--- src/rtl/sesum_map.svh ---
// Register offsets, bit positions and reset values of the status event summary block
`ifndef SESUM_MAP_SVH
`define SESUM_MAP_SVH
`define SESUM_OFF_STD_COND 8'h00
`define SESUM_OFF_STD_EVT 8'h04
`define SESUM_OFF_STD_EN 8'h08
`define SESUM_OFF_OPR_COND 8'h0c
`define SESUM_OFF_OPR_EVT 8'h10
`define SESUM_OFF_OPR_EN 8'h14
`define SESUM_OFF_MEA_COND 8'h18
`define SESUM_OFF_MEA_EVT 8'h1c
`define SESUM_OFF_MEA_EN 8'h20
`define SESUM_OFF_QUE_COND 8'h24
`define SESUM_OFF_QUE_EVT 8'h28
`define SESUM_OFF_QUE_EN 8'h2c
`define SESUM_OFF_STB 8'h30
`define SESUM_OFF_SPOLL 8'h34
`define SESUM_OFF_SRE 8'h38
`define SESUM_OFF_CMD 8'h3c
`define SESUM_OFF_QSTAT 8'h40
`define SESUM_CMD_CLS 0
`define SESUM_CMD_STAT_PRESET 1
`define SESUM_CMD_QUEUE_CLEAR 2
`define SESUM_CMD_SYS_CLEAR 3
`define SESUM_CMD_SYS_PRESET 4
`define SESUM_CMD_DEV_RESET 5
`define SESUM_STB_MEAS 0
`define SESUM_STB_EAV 2
`define SESUM_STB_QUES 3
`define SESUM_STB_MAV 4
`define SESUM_STB_ESB 5
`define SESUM_STB_RQS 6
`define SESUM_STB_OSB 7
`define SESUM_STB_SUM_MASK 8'hbf
`define SESUM_REG_MASK 16'h7fff
`define SESUM_ZERO16 16'h0000
`define SESUM_ZERO8 8'h00
`define SESUM_RESP_OKAY 2'b00
`define SESUM_RESP_SLVERR 2'b10
`endif

--- src/rtl/sesum_pkg.sv ---
// Types shared by the status event summary block
`default_nettype none
package sesum_pkg;
  typedef struct packed {
    logic [15:0] cond;
    logic [15:0] evt;
    logic [15:0] en;
  } sesum_set_view_t;
  typedef struct packed {
    logic [7:0] addr;
    logic [31:0] data;
  } sesum_req_t;
endpackage
`default_nettype wire

--- src/rtl/sesum_top.sv ---
// Status event summary: four register sets, two queues, status byte, AXI4-Lite slave
//
// The implementer's own choices: the AXI4-Lite interface to the registers and the placing of the registers.
`default_nettype none
`include "sesum_map.svh"
module sesum_top
  import sesum_pkg::*;
#(
  parameter int W = 16,
  parameter int OQ_DEPTH = 16,
  parameter int EQ_DEPTH = 16
) (
  input wire logic aclk,
  input wire logic aresetn,
  input wire logic [W-1:0] std_cond_in,
  input wire logic [W-1:0] std_evt_in,
  input wire logic [W-1:0] opr_cond_in,
  input wire logic [W-1:0] opr_evt_in,
  input wire logic [W-1:0] mea_cond_in,
  input wire logic [W-1:0] mea_evt_in,
  input wire logic [W-1:0] que_cond_in,
  input wire logic [W-1:0] que_evt_in,
  input wire logic out_msg_push,
  input wire logic out_msg_pop,
  input wire logic err_msg_push,
  input wire logic err_msg_pop,
  input wire logic [7:0] s_axi_awaddr,
  input wire logic s_axi_awvalid,
  output logic s_axi_awready,
  input wire logic [31:0] s_axi_wdata,
  input wire logic [3:0] s_axi_wstrb,
  input wire logic s_axi_wvalid,
  output logic s_axi_wready,
  output logic [1:0] s_axi_bresp,
  output logic s_axi_bvalid,
  input wire logic s_axi_bready,
  input wire logic [7:0] s_axi_araddr,
  input wire logic s_axi_arvalid,
  output logic s_axi_arready,
  output logic [31:0] s_axi_rdata,
  output logic [1:0] s_axi_rresp,
  output logic s_axi_rvalid,
  input wire logic s_axi_rready,
  output logic service_request,
  output logic [7:0] status_byte
);
  ////////////////////////////////////////////////////////////////
  // Write channel state
  logic aw_have_reg, aw_have_next, w_have_reg, w_have_next;
  logic bvalid_reg, bvalid_next;
  logic [1:0] bresp_reg, bresp_next;
  sesum_req_t wreq_reg, wreq_next;
  logic wr_fire;
  // Read channel state
  logic rvalid_reg, rvalid_next;
  logic [31:0] rdata_reg, rdata_next;
  logic [1:0] rresp_reg, rresp_next;
  logic rd_fire;
  // Status byte state
  logic [7:0] sre_reg, sre_next;
  logic rqs_reg, rqs_next;
  logic [7:0] sum_prev_reg;
  logic [7:0] stb_out_reg;
  logic srq_out_reg;
  // Command strobes decoded from the command register write
  logic cmd_cls, cmd_spreset, cmd_qclr, cmd_sclr;
  logic wr_std_en, wr_opr_en, wr_mea_en, wr_que_en;
  logic rd_std_evt, rd_opr_evt, rd_mea_evt, rd_que_evt, rd_spoll;
  sesum_set_view_t std_v, opr_v, mea_v, que_v;
  logic std_sum, opr_sum, mea_sum, que_sum;
  logic [$clog2(OQ_DEPTH+1)-1:0] oq_count;
  logic [$clog2(EQ_DEPTH+1)-1:0] eq_count;
  logic oq_ne, eq_ne;
  logic [7:0] sum_bits, enabled_sum;
  logic master_summary_flag;
  logic [7:0] stb_val;
  logic [15:0] wlow;

  ////////////////////////////////////////////////////////////////
  // AXI4-Lite write: address and data taken in either order, then one response
  assign wr_fire = aw_have_reg && w_have_reg && !bvalid_reg;
  always_comb begin
    aw_have_next = aw_have_reg;
    w_have_next = w_have_reg;
    wreq_next = wreq_reg;
    bvalid_next = bvalid_reg;
    bresp_next = bresp_reg;
    if (s_axi_awvalid && !aw_have_reg) begin
      aw_have_next = 1'b1;
      wreq_next.addr = s_axi_awaddr;
    end
    if (s_axi_wvalid && !w_have_reg) begin
      w_have_next = 1'b1;
      wreq_next.data = s_axi_wdata;
    end
    if (wr_fire) begin
      aw_have_next = 1'b0;
      w_have_next = 1'b0;
      bvalid_next = 1'b1;
      case (wreq_reg.addr)
        `SESUM_OFF_STD_EN, `SESUM_OFF_OPR_EN, `SESUM_OFF_MEA_EN, `SESUM_OFF_QUE_EN,
        `SESUM_OFF_SRE, `SESUM_OFF_CMD: bresp_next = `SESUM_RESP_OKAY;
        default: bresp_next = `SESUM_RESP_SLVERR; // Read-only or unmapped
      endcase
    end else if (bvalid_reg && s_axi_bready) begin
      bvalid_next = 1'b0;
    end
  end
  always_ff @(posedge aclk) begin
    if (!aresetn) begin
      aw_have_reg <= 1'b0;
      w_have_reg <= 1'b0;
      wreq_reg <= '0;
      bvalid_reg <= 1'b0;
      bresp_reg <= `SESUM_RESP_OKAY;
    end else begin
      aw_have_reg <= aw_have_next;
      w_have_reg <= w_have_next;
      wreq_reg <= wreq_next;
      bvalid_reg <= bvalid_next;
      bresp_reg <= bresp_next;
    end
  end

  // Write decode; byte strobes are ignored because every register is written whole
  assign wlow = wreq_reg.data[15:0];
  assign wr_std_en = wr_fire && wreq_reg.addr == `SESUM_OFF_STD_EN;
  assign wr_opr_en = wr_fire && wreq_reg.addr == `SESUM_OFF_OPR_EN;
  assign wr_mea_en = wr_fire && wreq_reg.addr == `SESUM_OFF_MEA_EN;
  assign wr_que_en = wr_fire && wreq_reg.addr == `SESUM_OFF_QUE_EN;
  // System preset and device reset codes are accepted and deliberately do nothing
  assign cmd_cls = wr_fire && wreq_reg.addr == `SESUM_OFF_CMD
                   && wreq_reg.data[`SESUM_CMD_CLS];
  assign cmd_spreset = wr_fire && wreq_reg.addr == `SESUM_OFF_CMD
                       && wreq_reg.data[`SESUM_CMD_STAT_PRESET];
  assign cmd_qclr = wr_fire && wreq_reg.addr == `SESUM_OFF_CMD
                    && wreq_reg.data[`SESUM_CMD_QUEUE_CLEAR];
  assign cmd_sclr = wr_fire && wreq_reg.addr == `SESUM_OFF_CMD
                    && wreq_reg.data[`SESUM_CMD_SYS_CLEAR];

  ////////////////////////////////////////////////////////////////
  // Register sets; the standard set never sees status preset
  sesum_set #(.W(W)) u_std (.aclk(aclk), .aresetn(aresetn), .cond_in(std_cond_in),
    .evt_in(std_evt_in), .evt_clr(cmd_cls), .evt_read_clr(rd_std_evt), .en_wr(wr_std_en),
    .en_wdata(wlow[W-1:0]), .en_preset(1'b0), .view(std_v), .summary(std_sum));
  sesum_set #(.W(W)) u_opr (.aclk(aclk), .aresetn(aresetn), .cond_in(opr_cond_in),
    .evt_in(opr_evt_in), .evt_clr(cmd_cls), .evt_read_clr(rd_opr_evt), .en_wr(wr_opr_en),
    .en_wdata(wlow[W-1:0]), .en_preset(cmd_spreset), .view(opr_v), .summary(opr_sum));
  sesum_set #(.W(W)) u_mea (.aclk(aclk), .aresetn(aresetn), .cond_in(mea_cond_in),
    .evt_in(mea_evt_in), .evt_clr(cmd_cls), .evt_read_clr(rd_mea_evt), .en_wr(wr_mea_en),
    .en_wdata(wlow[W-1:0]), .en_preset(cmd_spreset), .view(mea_v), .summary(mea_sum));
  sesum_set #(.W(W)) u_que (.aclk(aclk), .aresetn(aresetn), .cond_in(que_cond_in),
    .evt_in(que_evt_in), .evt_clr(cmd_cls), .evt_read_clr(rd_que_evt), .en_wr(wr_que_en),
    .en_wdata(wlow[W-1:0]), .en_preset(cmd_spreset), .view(que_v), .summary(que_sum));

  // Queues: status preset is not wired to the error queue
  sesum_qcnt #(.DEPTH(OQ_DEPTH)) u_oq (.aclk(aclk), .aresetn(aresetn), .push(out_msg_push),
    .pop(out_msg_pop), .clr(1'b0), .count(oq_count), .nonempty(oq_ne));
  sesum_qcnt #(.DEPTH(EQ_DEPTH)) u_eq (.aclk(aclk), .aresetn(aresetn), .push(err_msg_push),
    .pop(err_msg_pop), .clr(cmd_cls || cmd_qclr || cmd_sclr),
    .count(eq_count), .nonempty(eq_ne));

  ////////////////////////////////////////////////////////////////
  // Status byte summaries follow their sources directly
  always_comb begin
    sum_bits = `SESUM_ZERO8;
    sum_bits[`SESUM_STB_MEAS] = mea_sum;
    sum_bits[`SESUM_STB_EAV] = eq_ne;
    sum_bits[`SESUM_STB_QUES] = que_sum;
    sum_bits[`SESUM_STB_MAV] = oq_ne;
    sum_bits[`SESUM_STB_ESB] = std_sum;
    sum_bits[`SESUM_STB_OSB] = opr_sum;
  end
  assign enabled_sum = sum_bits & sre_reg & `SESUM_STB_SUM_MASK;
  assign master_summary_flag = |enabled_sum;
  always_comb begin
    stb_val = sum_bits;
    stb_val[`SESUM_STB_RQS] = master_summary_flag;
  end

  // Request service: set on a newly enabled rising summary, cleared by poll; set wins
  always_comb begin
    sre_next = sre_reg;
    if (wr_fire && wreq_reg.addr == `SESUM_OFF_SRE) begin
      sre_next = wreq_reg.data[7:0] & `SESUM_STB_SUM_MASK;
    end
    rqs_next = rqs_reg;
    if (rd_spoll) begin
      rqs_next = 1'b0;
    end
    if (|(enabled_sum & ~sum_prev_reg)) begin
      rqs_next = 1'b1;
    end
  end
  always_ff @(posedge aclk) begin
    if (!aresetn) begin
      sre_reg <= `SESUM_ZERO8;
      rqs_reg <= 1'b0;
      sum_prev_reg <= `SESUM_ZERO8;
      stb_out_reg <= `SESUM_ZERO8;
      srq_out_reg <= 1'b0;
    end else begin
      sre_reg <= sre_next;
      rqs_reg <= rqs_next;
      sum_prev_reg <= enabled_sum;
      stb_out_reg <= stb_val;
      srq_out_reg <= rqs_next;
    end
  end

  ////////////////////////////////////////////////////////////////
  // AXI4-Lite read: one outstanding; event and poll reads have a clearing side effect
  assign rd_fire = s_axi_arvalid && !rvalid_reg;
  assign rd_std_evt = rd_fire && s_axi_araddr == `SESUM_OFF_STD_EVT;
  assign rd_opr_evt = rd_fire && s_axi_araddr == `SESUM_OFF_OPR_EVT;
  assign rd_mea_evt = rd_fire && s_axi_araddr == `SESUM_OFF_MEA_EVT;
  assign rd_que_evt = rd_fire && s_axi_araddr == `SESUM_OFF_QUE_EVT;
  assign rd_spoll = rd_fire && s_axi_araddr == `SESUM_OFF_SPOLL;
  always_comb begin
    rvalid_next = rvalid_reg;
    rdata_next = rdata_reg;
    rresp_next = rresp_reg;
    if (rd_fire) begin
      rvalid_next = 1'b1;
      rresp_next = `SESUM_RESP_OKAY;
      rdata_next = '0; // Upper bits and bit 15 read zero
      case (s_axi_araddr)
        `SESUM_OFF_STD_COND: rdata_next[15:0] = std_v.cond;
        `SESUM_OFF_STD_EVT: rdata_next[15:0] = std_v.evt;
        `SESUM_OFF_STD_EN: rdata_next[15:0] = std_v.en;
        `SESUM_OFF_OPR_COND: rdata_next[15:0] = opr_v.cond;
        `SESUM_OFF_OPR_EVT: rdata_next[15:0] = opr_v.evt;
        `SESUM_OFF_OPR_EN: rdata_next[15:0] = opr_v.en;
        `SESUM_OFF_MEA_COND: rdata_next[15:0] = mea_v.cond;
        `SESUM_OFF_MEA_EVT: rdata_next[15:0] = mea_v.evt;
        `SESUM_OFF_MEA_EN: rdata_next[15:0] = mea_v.en;
        `SESUM_OFF_QUE_COND: rdata_next[15:0] = que_v.cond;
        `SESUM_OFF_QUE_EVT: rdata_next[15:0] = que_v.evt;
        `SESUM_OFF_QUE_EN: rdata_next[15:0] = que_v.en;
        `SESUM_OFF_STB: rdata_next[7:0] = stb_val; // Bit 6 is master summary
        `SESUM_OFF_SPOLL: begin
          rdata_next[7:0] = stb_val;
          rdata_next[`SESUM_STB_RQS] = rqs_reg; // Bit 6 is request service
        end
        `SESUM_OFF_SRE: rdata_next[7:0] = sre_reg;
        `SESUM_OFF_CMD: rdata_next = '0;
        `SESUM_OFF_QSTAT: rdata_next[15:0] = {8'(oq_count), 8'(eq_count)};
        default: rresp_next = `SESUM_RESP_SLVERR;
      endcase
    end else if (rvalid_reg && s_axi_rready) begin
      rvalid_next = 1'b0;
    end
  end
  always_ff @(posedge aclk) begin
    if (!aresetn) begin
      rvalid_reg <= 1'b0;
      rdata_reg <= '0;
      rresp_reg <= `SESUM_RESP_OKAY;
    end else begin
      rvalid_reg <= rvalid_next;
      rdata_reg <= rdata_next;
      rresp_reg <= rresp_next;
    end
  end

  // Outputs straight from flip-flops
  assign s_axi_awready = !aw_have_reg;
  assign s_axi_wready = !w_have_reg;
  assign s_axi_bvalid = bvalid_reg;
  assign s_axi_bresp = bresp_reg;
  assign s_axi_arready = !rvalid_reg;
  assign s_axi_rvalid = rvalid_reg;
  assign s_axi_rdata = rdata_reg;
  assign s_axi_rresp = rresp_reg;
  assign status_byte = stb_out_reg;
  assign service_request = srq_out_reg;
endmodule
`default_nettype wire

--- src/rtl/sesum_set.sv ---
// One status register set: condition tracking, sticky events, enable and summary
`default_nettype none
`include "sesum_map.svh"
module sesum_set
  import sesum_pkg::*;
#(
  parameter int W = 16
) (
  input wire logic aclk,
  input wire logic aresetn,
  input wire logic [W-1:0] cond_in,
  input wire logic [W-1:0] evt_in,
  input wire logic evt_clr,
  input wire logic evt_read_clr,
  input wire logic en_wr,
  input wire logic [W-1:0] en_wdata,
  input wire logic en_preset,
  output sesum_set_view_t view,
  output logic summary
);
  logic [W-1:0] evt_reg, evt_next, en_reg, en_next;
  logic [W-1:0] mask;
  assign mask = W'(`SESUM_REG_MASK);
  ////////////////////////////////////////////////////////////////
  // Events stick; a new event in the clearing cycle survives the clear
  always_comb begin
    evt_next = evt_reg;
    if (evt_clr || evt_read_clr) begin
      evt_next = W'(`SESUM_ZERO16);
    end
    evt_next = (evt_next | evt_in) & mask;
    en_next = en_reg;
    if (en_preset) begin
      en_next = W'(`SESUM_ZERO16);
    end
    if (en_wr) begin
      en_next = en_wdata & mask;
    end
  end
  // Power-on clears both stored registers
  always_ff @(posedge aclk) begin
    if (!aresetn) begin
      evt_reg <= W'(`SESUM_ZERO16);
      en_reg <= W'(`SESUM_ZERO16);
    end else begin
      evt_reg <= evt_next;
      en_reg <= en_next;
    end
  end
  // Condition is a live view with no latch
  assign view.cond = 16'(cond_in & mask);
  assign view.evt = 16'(evt_reg);
  assign view.en = 16'(en_reg);
  assign summary = |(evt_reg & en_reg);
endmodule
`default_nettype wire

--- src/rtl/sesum_qcnt.sv ---
// Occupancy tracker for one message queue; only its fill level matters here
`default_nettype none
module sesum_qcnt #(
  parameter int DEPTH = 16,
  parameter int CW = $clog2(DEPTH + 1)
) (
  input wire logic aclk,
  input wire logic aresetn,
  input wire logic push,
  input wire logic pop,
  input wire logic clr,
  output logic [CW-1:0] count,
  output logic nonempty
);
  logic [CW-1:0] cnt_reg, cnt_next;
  // Push is dropped when full, pop when empty: a lost message beats a wrapped count
  always_comb begin
    cnt_next = cnt_reg;
    if (clr) begin
      cnt_next = '0;
    end else if (push && !pop && cnt_reg != CW'(DEPTH)) begin
      cnt_next = cnt_reg + 1'b1;
    end else if (pop && !push && cnt_reg != '0) begin
      cnt_next = cnt_reg - 1'b1;
    end
  end
  always_ff @(posedge aclk) begin
    if (!aresetn) begin
      cnt_reg <= '0;
    end else begin
      cnt_reg <= cnt_next;
    end
  end
  assign count = cnt_reg;
  assign nonempty = (cnt_reg != '0);
endmodule
`default_nettype wire

--- config.mk ---
export PLATFORM = sky130hd
export DESIGN_NAME = sesum_top
export DESIGN_NICKNAME = d
export VERILOG_FILES = /design/src/rtl/sesum_pkg.sv /design/src/rtl/sesum_top.sv /design/src/rtl/sesum_set.sv /design/src/rtl/sesum_qcnt.sv
export VERILOG_INCLUDE_DIRS = /design/src /design/src/rtl
export SDC_FILE = /design/constraint.sdc
export NUM_CORES = 1
export LEC_CHECK = 0
export ABC_AREA = 1
export BUFFER_PORTS_ARGS = -buffer_cell sky130_fd_sc_hd__buf_2
export CORE_AREA = 2 2 216 112
export DETAILED_ROUTE_END_ITERATION = 8
export DIE_AREA = 0 0 218 114
export GPL_ROUTABILITY_DRIVEN = 0
export MAX_ROUTING_LAYER = met4
export PLACE_DENSITY = 0.76
export SYNTH_ARGS = -nofsm -noshare
export SYNTH_HDL_FRONTEND = slang
export SYNTH_HIERARCHICAL = 1
export SYNTH_SLANG_ARGS = --single-unit
--- constraint.sdc ---
create_clock -name aclk -period 2 [get_ports aclk]
set_input_delay 0.2 -clock aclk [delete_from_list [all_inputs] [get_ports aclk]]
set_output_delay 0.2 -clock aclk [all_outputs]
set_load 0.05 [all_outputs]
==> metrics, run 1 <==
clock share of power 40.0%; Die Ht 114 µm; critical path startpoint category flip-flop; via/cell ratio 5.40; FILL cells 2154; setup bufs post-CTS 0; WP data required 2.33 ns; H-tree lvl count 4; most used cell, CP nand2_1; Layout Cells excl Fill 2251; Clock Skew around 0.016 ns; mapped cell area 11300 µm²; Via Count 12152; wire per inst around 18 µm; pin count of the biggest net entering global routing 43; number of synthesis warnings 6; final hold violations 0; Clock Tree Root clkbuf_16; FF+latch area 3930 µm²; IO Port Bufs ~190; crit end category flip-flop; clk buf depth 2; Clock Latency Late Sink 0.47 ns; die extent in x 218 µm; synthesized area per cell 6.69 µm²; cell area after layout 13700 µm²; Slowest cell on crit path dfxtp_1; # setup viols final 0; Cell Int Power 6.77 mW; Num CTS Buffers 17; switching power between 2 and 3 mW; hpwl dp 31000 µm; Routed WL 41200 µm; first-iteration detailed-routing DRC count 2152; Pre-Repair DR Iteration Count 6; DR DRC count 0; total grt overflow 0; CP Class reg2reg; Util after Layout between 50% and 60%; core area roughly 23000 µm²; R2R setup slack 0.07 ns; # clock sinks 196; Multi-input gate area approximately 5700 µm²; max_cap viols 0; switching share of total power 28.6%; fin. max-slew vios 0; Worst Hold Class in2reg; sequential power share 45.3%; Initial Utilization 48.6%; Hold WS 0.0139 ns; gr usage total 34.1%; arrival time of the worst setup path 2.26 ns; combinational share of power around 15%; fin crit period 1.93 ns; layout cells sized above 1 23.3%; ANT nets after route 0; vias in the first global route 10925; final period utilization 96.6%; nets 2119; worst slew pin tran 0.592 ns; CP max FO 3; critical-path cell list nand2_1, nand2_1, inv_1, nand2_1, nor2_1, nand2_1, nand2_1, nand2_1, inv_1, nand2_1, nand2_1, nand3_1, nor2_1, nand2_1, nand2_1, a21oi_2; row count 40; Die ar. ~25000 µm²; first-pass GRT wire length 61800 µm; P per Cell Area 692 nW/µm²; dpl cells 2140; Static Leak ~6.5 nW; CTS tree yes; max reg flops 16; Peak Freq 518 MHz; Reg clk slew, reported paths 0.08 ns; initial antenna violation count 3; Power Total 9.48 mW; Area Overhead vs Synth 21.3%; Max VDD drop 0.485 mV; status finished, final reports clean; Ports 241; Placed Area roughly 12000 µm²; Rel. slew slack 60.5%; Post-Syn Instances 1688; slowest stage delay, CP 0.38 ns
-- metal layers --
metal | wire length, µm | GRT usage (%) | up-vias
met5 | 0 | - | -
li1 | - | - | 5643
met1 | 17300 | 46.7 | 5566
met3 | 6270 | 12.6 | 112
met4 | 1220 | 10.7 | 0
met2 | 16300 | 46.0 | 831
-- path summary, 6_finish.rpt --
| kind | from | end | depth (start not counted) |
|---|---|---|---|
| hold / removal | s_axi_awaddr[2] | wreq_reg[34]$_SDFFE_PN0P_ | 3 |
| setup reg to reg | u_que/en_reg[6]$_SDFFE_PN0P_ | s_axi_rdata[6]$_SDFFE_PN0P_ | 16 |
| setup / recovery | u_que/en_reg[6]$_SDFFE_PN0P_ | s_axi_rdata[6]$_SDFFE_PN0P_ | 16 |
| hold reg to reg | sre_reg[1]$_SDFFE_PN0P_ | sre_reg[1]$_SDFFE_PN0P_ | 2 |
-- critical path: cells and delay by family, from the launching register on --
kind | cells | cell delay (ns)
AND/OR/NAND/NOR | 13 | 1.26
flip-flops | 1 | 0.38
buffers and inverters | 2 | 0.11
AO/OA/AOI/OAI | 1 | 0.05
-- metrics by stage --
| step | TNS, ns | worst slack (ns) |
|---|---|---|
| 6_report | 0 | 0.0688 |
| 5_1_grt | -0.792 | -0.0484 |
| 4_1_cts | 0 | 0.0575 |
| 3_5_place_dp | 0 | 0.0741 |
| 3_3_place_gp | 0 | 0.131 |
| 2_1_floorplan | 0 | 0.0467 |
-- power by group through the flow --
| stage | combinational (mW) | clock [mW] | sequential [mW] |
|---|---|---|---|
| 2_1_floorplan | 0.823 | 0 | 4.33 |
| 3_3_place_gp | 1.20 | 0 | 4.35 |
| 3_5_place_dp | 1.23 | 0 | 4.36 |
| 4_1_cts | 1.35 | 3.83 | 4.27 |
| 5_1_grt | 1.51 | 3.97 | 4.29 |
| 6_report | 1.39 | 3.80 | 4.29 |
-- final cells by class --
type | count | share of cell area, %
diodes | 3 | 0.0548
clock buffers | 19 | 3.23
clock inverters | 13 | 1.42
inverters | 157 | 4.33
multi-input cells | 1206 | 41.9
flip-flops and latches | 196 | 28.6
well taps | 315 | 2.88
repair buffers | 342 | 17.5
-- what timing repair did --
item / 4_1_cts / 5_1_grt
endpoints found under the setup margin: 0 / 100
resized for setup: 0 / 5
hold buffers: 76 / 0
endpoints found under the hold margin: 76 / 0
-- cells in the final DEF, fill, tap and decap left out, drive strengths merged, types with 2 or more instances in the layout --
master	instances
dfxtp	196
clkbuf	19
buf	266
nand4	4
nand3	173
nand2	542
o22ai	3
a21o	2
fa	2
nor2	224
bufinv	4
nor4	4
ha	6
conb	33
diode	3
xnor2	2
nor3	8
inv	158
a21oi	159
o21ai	39
nand3b	2
clkinvlp	2
dlygate4sd3	76
clkinv	6
Note: power is estimated with default switching activity, not from simulation.
==> run 2: changes to the inputs <==
--- a/config.mk
+++ b/config.mk
@@ -8,12 +8,11 @@
 export LEC_CHECK = 0
 export ABC_AREA = 1
 export BUFFER_PORTS_ARGS = -buffer_cell sky130_fd_sc_hd__buf_2
-export CORE_AREA = 2 2 216 112
+export CORE_AREA = 2 2 241 124
 export DETAILED_ROUTE_END_ITERATION = 8
-export DIE_AREA = 0 0 218 114
+export DIE_AREA = 0 0 243 126
 export GPL_ROUTABILITY_DRIVEN = 0
 export MAX_ROUTING_LAYER = met4
-export PLACE_DENSITY = 0.76
 export SYNTH_ARGS = -nofsm -noshare
 export SYNTH_HDL_FRONTEND = slang
 export SYNTH_HIERARCHICAL = 1
==> run 2 against run 1 <==
Via count down 2.7%. Die area up 23%. Hold slack better by 0.0077 ns. Routed wire length up 2.6%. Combinational power about the same. Worst setup slack better by 0.10 ns. Register-to-register slack better by 0.10 ns. Utilization down 10 points. Cell count up 4.0%. Sequential share of layout area down 0.40 points. Design area up 1.5%. Total power down 3.2%. Critical endpoint is now u_oq/count[4]$_SDFFE_PP0P_.
==> metrics, run 2 (same netlist as run 1, synthesis figures left out) <==
status finished, final reports clean; Pre-Repair DR Iteration Count 5; slowest stage delay, CP 0.49 ns; via/cell ratio 5.05; Max VDD drop 0.687 mV; dpl cells 2231; WP data required roughly 2.4 ns; Hold WS 0.0216 ns; Clock Skew roughly 0.015 ns; P per Cell Area 660 nW/µm²; Reg clk slew, reported paths ~0.08 ns; row count 44; Worst Hold Class in2reg; Layout Cells excl Fill 2341; Area Overhead vs Synth 23.1%; worst reg2reg path depth 12; FILL cells 2953; Peak Freq 548 MHz; Via Count approximately 12000; gr usage total 28.5%; wire per inst 18.0 µm; crit end category flip-flop; die extent in x 243 µm; most common cell after layout, fill and taps aside nand2_1; final hold violations 0; IO Port Bufs 192; Clock Latency Late Sink roughly 0.47 ns; clk buf depth 2; RSZ-0062 raised after global routing no; CTS tree yes; CP max FO 5; cell area after layout 13900 µm²; final period utilization between 90% and 100%; setup bufs post-CTS 0; total grt overflow 0; fin crit period between 1.5 and 2 ns; Power Total 9.17 mW; critical-path cell list nor2_4, nand3_2, nand2_4, fa_1, inv_1, nor2_1, nor2_1, nand3_1, nand2_1, nand2_1, nand2_1, nor2_1; worst slew pin tran 0.517 ns; nets 2135; Die ar. 30600 µm²; Rel. slew slack around 66%; Placed Area 12500 µm²; arrival time of the worst setup path about 2.2 ns; # clock sinks slightly below 200; Hold Crit Depth 3; Clock Tree Root clkbuf_16; core area 28500 µm²; initial antenna violation count 1; vias in the first global route 10839; ANT nets after route 0; hpwl dp 32700 µm; pin count of the biggest net entering global routing 43; most frequent cells in the layout 484 x nand2_1, 192 x dfxtp_1, 192 x buf_2; first-pass GRT wire length 63600 µm; max_cap viols 0; Num CTS Buffers 17; Initial Utilization 39.6%; Static Leak 6.53 nW; first-iteration detailed-routing DRC count 1701; H-tree lvl count 4; # setup viols final 0; critical path startpoint category flip-flop; DR DRC count 0; fin. max-slew vios 0; Die Ht 126 µm; max reg flops 16; Routed WL 42200 µm; Ports 241; Slowest cell on crit path dfxtp_1; layout cells sized above 1 24.4%; CP Class reg2reg
==> run 2: cell types whose count changed in the layout (fill, tap and decap cells not counted), moves of 3 or more <==
cell       delta
buf_4        +13
nand2_1       -5
nor2_2        +3
bufinv_16     -3
nor2_1        -3
nand2_2       +5
==> run 2: area by class of cell <==
cell class,count,area [µm²],share of cell area (%)
multi-input combinational,1206,5760,41.4
sequential,196,3930,28.3
timing repair buffer,358,2550,18.3
inverter,157,593,4.26
tap,391,489,3.52
clock buffer,21,470,3.38
clock inverter,11,115,0.828
antenna,1,2.50,0.0180
==> run 2: power by group <==
group	switching [mW]	total [mW]	internal [mW]
Clock	1.65	3.49	1.84
Combinational	0.848	1.41	0.562
Sequential	0.199	4.27	4.07
==> run 2: timing repair <==
| action | 4_1_cts | 5_1_grt |
|---|---|---|
| pin swaps | 0 | 1 |
| hold buffers | 77 | 0 |
| endpoints found under the setup margin | 6 | 86 |
| hold endpoints to repair | 77 | 0 |
| resized for setup | 2 | 13 |
==> run 2: per-layer routing <==
layer / track usage [%] / up-vias / share of wire (%)
met5: - / - / 0
met4: 6.75 / 0 / 1.7
met3: 7.03 / 55 / 12
met2: 38.3 / 646 / 39
met1: 42.2 / 5435 / 47
li1: - / 5684 / -
==> run 2: worst paths after layout <==
path	start	to	slack, ns
worst min-delay path	s_axi_awaddr[2]	wreq_reg[34]$_SDFFE_PN0P_	0.02
worst max-delay path	u_oq/count[2]$_SDFFE_PP0P_	u_oq/count[4]$_SDFFE_PP0P_	0.17
worst min register to register	sre_reg[1]$_SDFFE_PN0P_	sre_reg[1]$_SDFFE_PN0P_	0.45
worst max register to register	u_oq/count[2]$_SDFFE_PP0P_	u_oq/count[4]$_SDFFE_PP0P_	0.17
==> run 2: per-stage QoR <==
stage	setup slack (ns)	TNS [ns]	util, %
floorplan	0.0467	0	-
global placement	0.0152	0	43.9
detailed placement	-0.0233	-0.0689	43.9
CTS	0.0815	0	48.7
global route	0.00885	0	48.8
finish	0.174	0	48.8
==> run 2: critical path: cells and delay by family, from the launching register on <==
family        cells  cell delay, ns
simple gates     10            0.73
flops             1            0.49
buf+inv           1            0.08
fa+ha+maj         1            0.44
